### config.mk
export PLATFORM = sky130hd
export DESIGN_NAME = adc_clock_tree_power_scaling
export DESIGN_NICKNAME = d
export VERILOG_FILES = /design/src/verilog/adc_clock_tree_pkg.sv /design/src/verilog/glitchless_divider.sv /design/src/verilog/adc_clock_tree_power_scaling.sv
export SDC_FILE = /design/constraint.sdc
export NUM_CORES = 1
export LEC_CHECK = 0
export BUFFER_PORTS_ARGS = -buffer_cell sky130_fd_sc_hd__buf_2
export CORE_UTILIZATION = 60
export CTS_CLUSTER_DIAMETER = 30
export DETAILED_ROUTE_END_ITERATION = 8
export GPL_ROUTABILITY_DRIVEN = 0
export PLACE_DENSITY = 0.84
export SLEW_MARGIN = 30
export SYNTH_ARGS = -nofsm -noshare
export SYNTH_HDL_FRONTEND = slang
export SYNTH_SLANG_ARGS = --single-unit
### constraint.sdc
create_clock -name i_core_clk -period 4.7 [get_ports i_core_clk]
set_clock_uncertainty 0.2 [all_clocks]
set_input_delay 0.705 -clock i_core_clk [delete_from_list [all_inputs] [get_ports i_core_clk]]
set_output_delay 0.705 -clock i_core_clk [all_outputs]
set_load 0.03 [all_outputs]
### src/verilog/adc_clock_tree_pkg.sv
// Package: register map, field layout, clock tree encodings and types
package adc_clock_tree_pkg;

    localparam logic [7:0] POWER_AND_MODULATOR_CLOCK_CONTROL_OFFSET = 8'h04;
    localparam logic [7:0] DATA_CLOCK_CONTROL_OFFSET                = 8'h07;
    localparam logic [7:0] CLOCK_TREE_STATUS_OFFSET                 = 8'h08;

    // Field positions
    localparam int POWER_MODE_LSB     = 4;
    localparam int MOD_DIV_LSB        = 0;
    localparam int DATA_CLOCK_DIVIDER_LSB       = 0;
    localparam int STRAP_POWER_LSB    = 0;
    localparam int STRAP_DATA_CLOCK_DIVIDER_LSB = 2;
    localparam int STATUS_SOURCE_LSB  = 6;

    // Values after reset
    localparam logic [7:0] POWER_AND_MODULATOR_CLOCK_CONTROL_RESET = 8'h00;
    localparam logic [7:0] DATA_CLOCK_CONTROL_RESET                = 8'h00;

    // Divide ratios in master clock cycles
    localparam logic [5:0] MOD_RATIO_FAST   = 6'h04;
    localparam logic [5:0] MOD_RATIO_MEDIAN = 6'h08;
    localparam logic [5:0] MOD_RATIO_LOW    = 6'h20;
    localparam logic [5:0] DATA_OUTPUT_CLOCK_RATIO_1     = 6'h01;
    localparam logic [5:0] DATA_OUTPUT_CLOCK_RATIO_2     = 6'h02;
    localparam logic [5:0] DATA_OUTPUT_CLOCK_RATIO_4     = 6'h04;
    localparam logic [5:0] DATA_OUTPUT_CLOCK_RATIO_8     = 6'h08;

    // Samples taken per modulator clock period
    localparam int SAMPLES_PER_MOD_PERIOD = 2;

    typedef enum logic [1:0] {
        POWER_LOW    = 2'h0,
        POWER_MEDIAN = 2'h1,
        POWER_FAST   = 2'h2,
        POWER_RSVD   = 2'h3
    } power_mode_e;

    typedef enum logic [1:0] {
        MOD_DIV_32 = 2'h0,
        MOD_DIV_8  = 2'h1,
        MOD_DIV_4  = 2'h2,
        MOD_DIV_RSVD = 2'h3
    } mod_div_e;

    typedef enum logic [1:0] {
        SRC_CMOS    = 2'h0,
        SRC_CRYSTAL = 2'h1,
        SRC_LVDS    = 2'h2,
        SRC_RSVD    = 2'h3
    } clk_source_e;

    typedef struct packed {
        logic       wr;
        logic [7:0] addr;
        logic [7:0] wdata;
    } reg_req_s;

    typedef struct packed {
        power_mode_e power_mode;
        mod_div_e    mod_div;
        logic [1:0]  data_clock_divider;
    } clock_setting_s;

    typedef struct packed {
        logic mod_clk;
        logic mod_clk_rise;
        logic sample_en;
        logic data_output_clock;
        logic data_output_clock_rise;
    } clock_out_s;

endpackage

### src/verilog/glitchless_divider.sv
// Glitch-free divider: new ratio is loaded only at the end of a whole period
`timescale 1ns/100ps
module glitchless_divider (
    input  wire logic       i_core_clk,
    input  wire logic       i_rst_n,
    input  wire logic [5:0] i_ratio,
    output logic            o_tick,
    output logic            o_half_tick,
    output logic            o_level
);
    logic [5:0] period;
    logic [5:0] count;
    logic [5:0] half;
    logic       at_end;
    logic [5:0] next_count;
    logic [5:0] next_period;
    logic       next_level;

    assign half        = {1'b0, period[5:1]};
    assign at_end      = (count == 6'h00);
    // Ratio switches only at a period boundary so no runt pulse appears
    assign next_period = at_end ? i_ratio : period;
    assign next_count  = at_end ? (i_ratio - 6'h01) : (count - 6'h01);
    assign next_level  = (next_period == 6'h01) ? 1'b1 : (next_count >= {1'b0, next_period[5:1]});

    always_ff @(posedge i_core_clk) begin
        if (!i_rst_n) begin
            period  <= 6'h01;
            count   <= 6'h00;
            o_level <= 1'b0;
        end else begin
            period  <= next_period;
            count   <= next_count;
            o_level <= next_level;
        end
    end

    assign o_tick      = at_end;
    assign o_half_tick = (period != 6'h01) && (count == half);
endmodule

### src/verilog/adc_clock_tree_power_scaling.sv
// Clock tree and power scaling control of a multichannel sigma-delta converter
// What this block does
// - Master clock comes from one of three sources: logic, crystal or differential.
// - All cores share the master clock; modulators sample at twice modulator rate.
// - Data output clock is also derived from the master clock.
// - Modulator clock and data output clock stay synchronous to master clock.
// - Modulator divider offers master clock divided by 4, 8 or 32 only.
// - Divider and power mode apply identically to all channels.
// - Serial control programs power, modulator divider and data clock via 0x04, 0x07.
// - Under serial control power mode and modulator divider are independent.
// - Under strap control the mode straps set power, modulator and data clock rates.
// - Strap control ties divider to power: 32 low, 8 median, 4 fast.
// - Divider versus decimation balancing is possible only under serial control.
// - Data output clock divider selects master clock divided by 1, 2, 4 or 8.
// - Data output clock runs continuously, never gated to transfers.
`timescale 1ns/100ps
module adc_clock_tree_power_scaling (
    input  wire logic                              i_core_clk,
    input  wire logic                              i_rst_n,
    input  wire logic                              i_serial_control,
    input  wire logic [3:0]                        i_mode_strap_pins,
    input  wire logic [1:0]                        i_clk_source_strap,
    input  wire adc_clock_tree_pkg::reg_req_s      i_reg_req,
    output logic [7:0]                             o_reg_rdata,
    output adc_clock_tree_pkg::clock_setting_s     o_setting,
    output adc_clock_tree_pkg::clk_source_e        o_clk_source,
    output logic [2:0]                             o_clk_source_onehot,
    output adc_clock_tree_pkg::clock_out_s         o_clocks
);
    import adc_clock_tree_pkg::*;

    function automatic logic [5:0] mod_ratio(input mod_div_e code);
        unique case (code)
            MOD_DIV_8:  mod_ratio = MOD_RATIO_MEDIAN;
            MOD_DIV_4:  mod_ratio = MOD_RATIO_FAST;
            default:    mod_ratio = MOD_RATIO_LOW;
        endcase
    endfunction

    function automatic mod_div_e div_for_power(input power_mode_e mode);
        unique case (mode)
            POWER_LOW:    div_for_power = MOD_DIV_32;
            POWER_MEDIAN: div_for_power = MOD_DIV_8;
            default:      div_for_power = MOD_DIV_4;
        endcase
    endfunction

    function automatic power_mode_e strap_power(input logic [1:0] code);
        unique case (code)
            2'h0:       strap_power = POWER_LOW;
            2'h1:       strap_power = POWER_MEDIAN;
            2'h2, 2'h3: strap_power = POWER_FAST;   // Code 3 doubles as fast; reserved power reaches the cores only through register 0x04 under serial control
        endcase
    endfunction

    // Data clock ratio per code; all four codes are legal
    function automatic logic [5:0] data_output_clock_ratio_of(input logic [1:0] code);
        unique case (code)
            2'h0: data_output_clock_ratio_of = DATA_OUTPUT_CLOCK_RATIO_1;
            2'h1: data_output_clock_ratio_of = DATA_OUTPUT_CLOCK_RATIO_2;
            2'h2: data_output_clock_ratio_of = DATA_OUTPUT_CLOCK_RATIO_4;
            2'h3: data_output_clock_ratio_of = DATA_OUTPUT_CLOCK_RATIO_8;
        endcase
    endfunction

    function automatic logic [7:0] read_word(input logic [7:0] addr, input logic [7:0] power_reg,
                                             input logic [7:0] data_output_clock_reg, input logic [7:0] status);
        unique case (addr)
            POWER_AND_MODULATOR_CLOCK_CONTROL_OFFSET: read_word = power_reg;
            DATA_CLOCK_CONTROL_OFFSET:                read_word = data_output_clock_reg;
            CLOCK_TREE_STATUS_OFFSET:                 read_word = status;
            default:                                  read_word = 8'h00;
        endcase
    endfunction

    // Pin inputs, two flops each
    logic [3:0] strap_meta;
    logic [3:0] strap_sync;
    logic [1:0] source_meta;
    logic [1:0] source_sync;
    logic       serial_meta;
    logic       serial_sync;
    logic       source_caught;
    // Fill flags ride with the pin samples so the source is never caught from reset zeros
    logic       fill_meta;
    logic       fill_sync;

    logic [7:0] power_and_modulator_clock_control;
    logic [7:0] data_clock_control;
    clk_source_e clk_source;

    wire logic        wr_power   = i_reg_req.wr && (i_reg_req.addr == POWER_AND_MODULATOR_CLOCK_CONTROL_OFFSET);
    wire logic        wr_data_output_clock    = i_reg_req.wr && (i_reg_req.addr == DATA_CLOCK_CONTROL_OFFSET);
    wire power_mode_e reg_power  = power_mode_e'(power_and_modulator_clock_control[POWER_MODE_LSB +: 2]);
    wire mod_div_e    reg_div    = mod_div_e'(power_and_modulator_clock_control[MOD_DIV_LSB +: 2]);
    wire power_mode_e strap_pwr  = strap_power(strap_sync[STRAP_POWER_LSB +: 2]);
    wire clk_source_e strap_source = (source_sync == SRC_RSVD) ? SRC_CMOS : clk_source_e'(source_sync);
    wire logic [1:0]  strap_data_output_clock = strap_sync[STRAP_DATA_CLOCK_DIVIDER_LSB +: 2];

    // Independent choice under serial control, tracking choice under straps
    wire power_mode_e eff_power  = serial_sync ? reg_power : strap_pwr;
    wire mod_div_e    eff_div    = serial_sync ? reg_div : div_for_power(strap_pwr);
    wire logic [1:0]  eff_data_output_clock   = serial_sync ? data_clock_control[DATA_CLOCK_DIVIDER_LSB +: 2]
                                              : strap_data_output_clock;
    wire logic [5:0]  data_output_clock_ratio = data_output_clock_ratio_of(eff_data_output_clock);

    always_ff @(posedge i_core_clk) begin
        if (!i_rst_n) begin
            strap_meta <= 4'h0;
            strap_sync <= 4'h0;
        end else begin
            strap_meta <= i_mode_strap_pins;
            strap_sync <= strap_meta;
        end
    end

    always_ff @(posedge i_core_clk) begin
        if (!i_rst_n) begin
            source_meta <= 2'h0;
            source_sync <= 2'h0;
            fill_meta   <= 1'b0;
            fill_sync   <= 1'b0;
        end else begin
            source_meta <= i_clk_source_strap;
            source_sync <= source_meta;
            fill_meta   <= 1'b1;
            fill_sync   <= fill_meta;
        end
    end

    always_ff @(posedge i_core_clk) begin
        if (!i_rst_n) begin
            serial_meta <= 1'b0;
            serial_sync <= 1'b0;
        end else begin
            serial_meta <= i_serial_control;
            serial_sync <= serial_meta;
        end
    end

    // Source strap caught once after reset; one source only, reserved code falls back to logic clock
    always_ff @(posedge i_core_clk) begin
        if (!i_rst_n) begin
            source_caught <= 1'b0;
            clk_source    <= SRC_CMOS;
        end else if (!source_caught && fill_sync) begin
            source_caught <= 1'b1;
            clk_source    <= strap_source;
        end
    end

    always_ff @(posedge i_core_clk) begin
        if (!i_rst_n) begin
            power_and_modulator_clock_control <= POWER_AND_MODULATOR_CLOCK_CONTROL_RESET;
            data_clock_control                <= DATA_CLOCK_CONTROL_RESET;
        end else begin
            if (wr_power) begin
                power_and_modulator_clock_control <= i_reg_req.wdata;
            end
            if (wr_data_output_clock) begin
                data_clock_control <= i_reg_req.wdata;
            end
        end
    end

    // One divider pair for all channels: no per-channel setting exists
    logic mod_tick;
    logic mod_half;
    logic mod_level;
    logic data_output_clock_tick;
    logic data_output_clock_level;

    glitchless_divider u_mod_div (
        .i_core_clk  (i_core_clk),
        .i_rst_n     (i_rst_n),
        .i_ratio     (mod_ratio(eff_div)),
        .o_tick      (mod_tick),
        .o_half_tick (mod_half),
        .o_level     (mod_level)
    );

    glitchless_divider u_data_clock_divider (
        .i_core_clk  (i_core_clk),
        .i_rst_n     (i_rst_n),
        .i_ratio     (data_output_clock_ratio),
        .o_tick      (data_output_clock_tick),
        .o_half_tick (),
        .o_level     (data_output_clock_level)
    );

    // Data output clock runs free of any transfer; lane sizing is left to the integrator
    always_comb begin
        o_clocks.mod_clk                = mod_level;
        o_clocks.mod_clk_rise           = mod_tick;
        o_clocks.sample_en              = mod_tick | mod_half;
        o_clocks.data_output_clock      = data_output_clock_level;
        o_clocks.data_output_clock_rise = data_output_clock_tick;
    end

    wire logic [7:0]     status_word   = {clk_source, 2'h0, eff_power, eff_div};
    // Unmapped offsets read as zero so a host probe never sees stale data
    wire logic [7:0]     read_mux      = read_word(i_reg_req.addr, power_and_modulator_clock_control,
                                                   data_clock_control, status_word);
    wire clock_setting_s eff_setting   = '{power_mode: eff_power, mod_div: eff_div, data_clock_divider: eff_data_output_clock};
    wire logic [2:0]     source_onehot = 3'h1 << clk_source;

    always_ff @(posedge i_core_clk) begin
        if (!i_rst_n) begin
            o_reg_rdata         <= 8'h00;
            o_setting           <= '0;
            o_clk_source        <= SRC_CMOS;
            o_clk_source_onehot <= 3'h1;
        end else begin
            o_reg_rdata         <= read_mux;
            o_setting           <= eff_setting;
            o_clk_source        <= clk_source;
            o_clk_source_onehot <= source_onehot;
        end
    end
endmodule

Word level (Yosys, flattened, before mapping)
Index checks and enable logic that the tools add are counted.
{ "totals": {"register_bits": 80, "latchBits": 0, "ramBits": 0, "romBits": 0, "input_bits": 26, "output_inout_bits": 24, "memories": 0} }
{ "classes": {"n_addsub": 4, "multipliers": 0, "n_div": 0, "n_lt_le_gt_ge": 2, "n_eq_ne": 17, "n_shift": 1, "n_mux": 16, "n_bitwise": 1, "reduce_logical": 11} }
{ "ops": {"columns": ["operator", "count"], "rows": [
  ["$mux 6", 4],
  ["$pmux 6 s4", 1],
  ["$pmux 8 s3", 1],
  ["$sub 6x1->6 const B", 4],
  ["$eq 8x3->1 const B", 2],
  ["$eq 2x2->1 const B", 6],
  ["$eq 6x1->1 const B", 2],
  ["$ge 6x5->1", 2],
  ["$logic_not 6->1", 2],
  ["$pmux 6 s2", 1],
  ["$eq 2x1->1 const B", 4],
  ["$eq 8x4->1 const B", 1],
  ["$mux 2", 4],
  ["$eq 6x5->1", 1],
  ["$logic_not 2->1", 3],
  ["$ne 6x1->1 const B", 1],
  ["$pmux 2 s3", 1],
  ["$logic_and 1x1->1", 4],
  ["$pmux 2 s2", 1],
  ["$mux 1", 3],
  ["$shl 1x2->3 const A", 1],
  ["$reduce_or 2->1", 1],
  ["$logic_not 1->1", 1],
  ["$or 1x1->1", 1]
]} }

Longest topological paths before layout
{ "logic_depth": {"ltp_word": 12, "depth_mapped": 13, "mapped_depth_nobuf": 12} }

By module
A second synthesis with hierarchy kept.
{ "unflattened": {"cells_unflattened": 387, "area_unflattened_um2": 3742.3} }
{ "by_module_without_submodules": {"columns": ["module", "n_inst", "cells_each", "area_each_um2", "seq_area_each_um2"], "rows": [
  ["adc_clock_tree_power_scaling", 1, 213, 2123.3, 1081.0],
  ["glitchless_divider", 2, 87, 809.5, 260.2]
]} }

Worst setup path before layout
Ideal clock, no wire load.
{ "synth_timing": {"kind": "reg-to-reg", "from": "register u_data_clock_divider.count[1]", "to": "register u_data_clock_divider.o_level", "setup_time_ns": 0.071, "t_arrival_ns": 2.554, "required_time_ns": 4.429, "slack_ns": 1.875, "path_stages_with_launch": 13, "path_buffers": 1, "path_cell_list": "dfxtp_1 or4_4 or3_4 buf_6 nor3b_2 nor2_1 ha_1 xnor2_1 ha_1 o21ai_0 o21ai_0 o211ai_1 a21oi_1"} }
{ "synth_via": {"elab_chain_cells": 4} }
{ "synth_rtl": {"columns": ["item", "line_no", "text"], "rows": [
  ["start, declared", "glitchless_divider.sv:12", "logic [5:0] count;"],
  ["start signal, assigned", "glitchless_divider.sv:33", "count <= next_count;"],
  ["$sub 6x1->6 / $logic_not 6->1 (equally long branches)", "glitchless_divider.sv:23, glitchless_divider.sv:20", null],
  ["$mux 6 (*)", "glitchless_divider.sv:23", "assign next_count = at_end ? (i_ratio - 6'h01) : (count - 6'h01);"],
  ["via u_data_clock_divider.next_count[2]", "glitchless_divider.sv:15", "logic [5:0] next_count;"],
  ["$ge 6x5->1 (*)", "glitchless_divider.sv:24", "assign next_level = (next_period == 6'h01) ? 1'b1 : (next_count >= {1'b0, next_period[5:1]});"],
  ["$mux 1 (*)", "glitchless_divider.sv:24", null],
  ["end signal, assigned", "glitchless_divider.sv:34", "o_level <= next_level;"],
  ["end, declared", "glitchless_divider.sv:9", "output logic o_level"]
]} }
The timed path passes the listed nets; every way through them passes the cells marked *.
A chain may end at the register's enable or synchronous reset.

==> metrics.cfg <==
[routing]
wire_per_inst_um = 13.4
drtIter0Drc = 190
ant_nets = 0
vias_per_cell = 5.32
post-route-drc-count = 0
first_pass_iters = 4
num_vias = 2421
wirelength_mm = 6.10

[power]
irDropWorstVdd_uv = 383
p_leak_nw = 1.71
p_per_area_nw_per_um2 = 519

[setup_path]
reg2regPathDepth = 12
required_ns = 3.80
crit_type = reg -> out
crit_arrival_ns = 2.30
regToRegEndpoint = u_data_clock_divider.o_level$_SDFF_PN0_
cp-start-kind = flop
crit_fanout = 10
r2r_setup_slack_ns = 1.66
end_kind = output port
reg2reg_from = u_data_clock_divider.count[1]$_SDFF_PN0_

[hold_path]
holdPathStages = 1
hold_path.class = reg -> reg
holdCritStartpoint = source_meta[1]$_SDFF_PN0_
whs_endpoint = source_sync[1]$_SDFF_PN0_

[floorplan]
die_width_um = 75.3
pin_count = 50
die_y_um = 75.3
die_area_sq_um = 5670
core_area_sq_um = 5140
start_util_pct = 62.7
rows = 26

[timing]
slew_violations = 0
setup_slack_ns = 1.49
tightestPinTransition_ns = 0.684
finalCritPeriodShare_pct = 68.2
finalHoldViolations = 0
period_minus_slack_ns = 3.21
finalSetupTns_ns = 0
fmax_mhz = 312
rsz0062_at_grt = no
setup_viol = 0
relSlewSlack_pct = 54.4

[yosys]
synth_warnings = 0
synthCells = 335
synth.distinct_cells = 44
synth_top_area_share_pct = 49.7
synth_area_leaders = dfxtp_1 50%, mux2i_1 6.5%, nor2_1 6.3%
synthFlopType = dfxtp_1
seq_area_frac_synth_pct = 49.7
async_flop_share_pct = 0
avgSynthCellArea_sq_um = 9.62
ys_seq_elements = 80
synth.net_count = 375
syn_area_sq_um = 3220
yosysTopAreaCell = dfxtp_1
synth-edff-count = 0

[clock_network]
cts_hold_buf = 0
cts_sinks = 80
cts_tree = built
path_clk_slew_ns = 0.08
htree_levels = 3
cts_setup_buffers = 0
cts_buffers = 9
cts_buffer_depth = 2
clk_latency_ns = 0.35
cts_root_buf = clkbuf_8
post_cts_resized = 0

[layout]
final_cell_area_sq_um = 3650
antenna_cells_inserted = 0
nets = 420
final_common_cell = dfxtp_1
fill_cells = 436
area_growth_pct = 13.2
drive_gt1_share_pct = 20.3
final_cell_mix = 80 x dfxtp_1, 54 x nor2_1, 49 x buf_2

[place]
dp_hpwl_mm = 4.22
port_buffers = 49
dpl_cell_area_sq_um = 3470
pre_cts_ws_ns = 1.69

[global_routing]
grt_max_degree = 40
grt_usage_pct = 24.0
grt_pass1_wl_mm = 10.2
grt_overflow = 0
antenna_found_initial = 0
grt_pass1_vias = 2282

[outcome]
outcome = finished clean

[job]
maxCapViolations = 0

[synth_stat cells (2+ instances only)]
master    instances
and3_2            2
nor4_1            4
nand2_1          16
a31oi_1           2
xnor2_1           9
a22o_1            2
nor2_1           54
nand2b_1          3
o31ai_1           4
and3_1            3
nor3b_1           5
nand3_1           2
nor3_1            5
inv_1            12
clkbuf_1          9
ha_1             14
buf_6             2
mux2i_1          21
and2_1           26
nor3b_2           2
buf_4             4
a21oi_1          14
nor2b_1           5
dfxtp_1          80
a32oi_1           2
o21ai_0           9
a22oi_1           7
[metrics by stage]
step,hold slack (ns),power (mW),utilization [%],instances
floorplan,0.212,1.34,-,335
global placement,0.216,1.42,67.6,439
detailed placement,0.218,1.44,67.6,439
CTS,0.238,1.89,71.0,455
global route,0.258,2.03,71.0,455
finish,0.237,1.89,71.0,455
[routing by layer]
layer | global-route usage, % | part of all wire (%) | vias to the layer above
li1 | - | - | 1232
met1 | 28.5 | 45 | 1115
met2 | 40.7 | 49 | 63
met3 | 6.08 | 4.3 | 11
met4 | 11.7 | 1.8 | 0
met5 | 0 | 0 | -
[final cells by class]
| type | count | area [sq um] | area share, % |
|---|---|---|---|
| sequential | 80 | 1600 | 43.9 |
| multi-input combinational | 227 | 1490 | 40.7 |
| timing repair buffer | 50 | 253 | 6.93 |
| clock buffer | 9 | 124 | 3.40 |
| tap | 70 | 87.6 | 2.40 |
| clock inverter | 7 | 52.6 | 1.44 |
| inverter | 12 | 45.0 | 1.23 |
[flip-flops by register name, summed over array words and instances (netlist names), 2 cells and up]
name                               flops
u_data_clock_divider.period            6
o_setting                              6
strap_sync                             4
u_mod_div.count                        6
clk_source                             2
o_clk_source_onehot                    3
data_clock_control                     8
power_and_modulator_clock_control      8
source_meta                            2
strap_meta                             4
o_reg_rdata                            8
o_clk_source                           2
u_mod_div.period                       6
source_sync                            2
u_data_clock_divider.count             6
[critical path: stages (launching register included)]
cell and delay (ns):
dfxtp_1 0.36, inv_1 0.09, ha_1 0.24, nor3b_1 0.49, nand2_1 0.37, o41ai_1 0.15, buf_2 0.26
[power breakdown]
part,internal (mW),switching (mW)
Combinational,0.270,0.361
Sequential,0.746,0.0621
Clock,0.197,0.255
[how the worst max path moves through the flow]
stage / depth (start not counted) / from / endpoint / slack [ns]
after floorplan: 12 / u_data_clock_divider.count[1]$_SDFF_PN0_ / u_data_clock_divider.o_level$_SDFF_PN0_ / 1.88
after global routing: 6 / u_mod_div.count[0]$_SDFF_PN0_ / o_clocks[2] / 1.24
after CTS: 6 / u_mod_div.count[0]$_SDFF_PN0_ / o_clocks[2] / 1.48
after detailed placement: 12 / u_data_clock_divider.count[1]$_SDFF_PN0_ / u_data_clock_divider.o_level$_SDFF_PN0_ / 1.69
final: 6 / u_mod_div.count[0]$_SDFF_PN0_ / o_clocks[2] / 1.49
after global placement: 12 / u_data_clock_divider.count[1]$_SDFF_PN0_ / u_data_clock_divider.o_level$_SDFF_PN0_ / 1.74
[cell families after synthesis]
group / synth area share [%]
DFF: 49.7
xor gates and xnor gates: 2.72
and+or+nand+nor: 21.4
adders and majority gates: 5.75
muxes: 6.52
buffers and inverters: 4.23
AOI/OAI and AO/OA: 9.71
No activity file was read; power rests on OpenSTA's default activity.
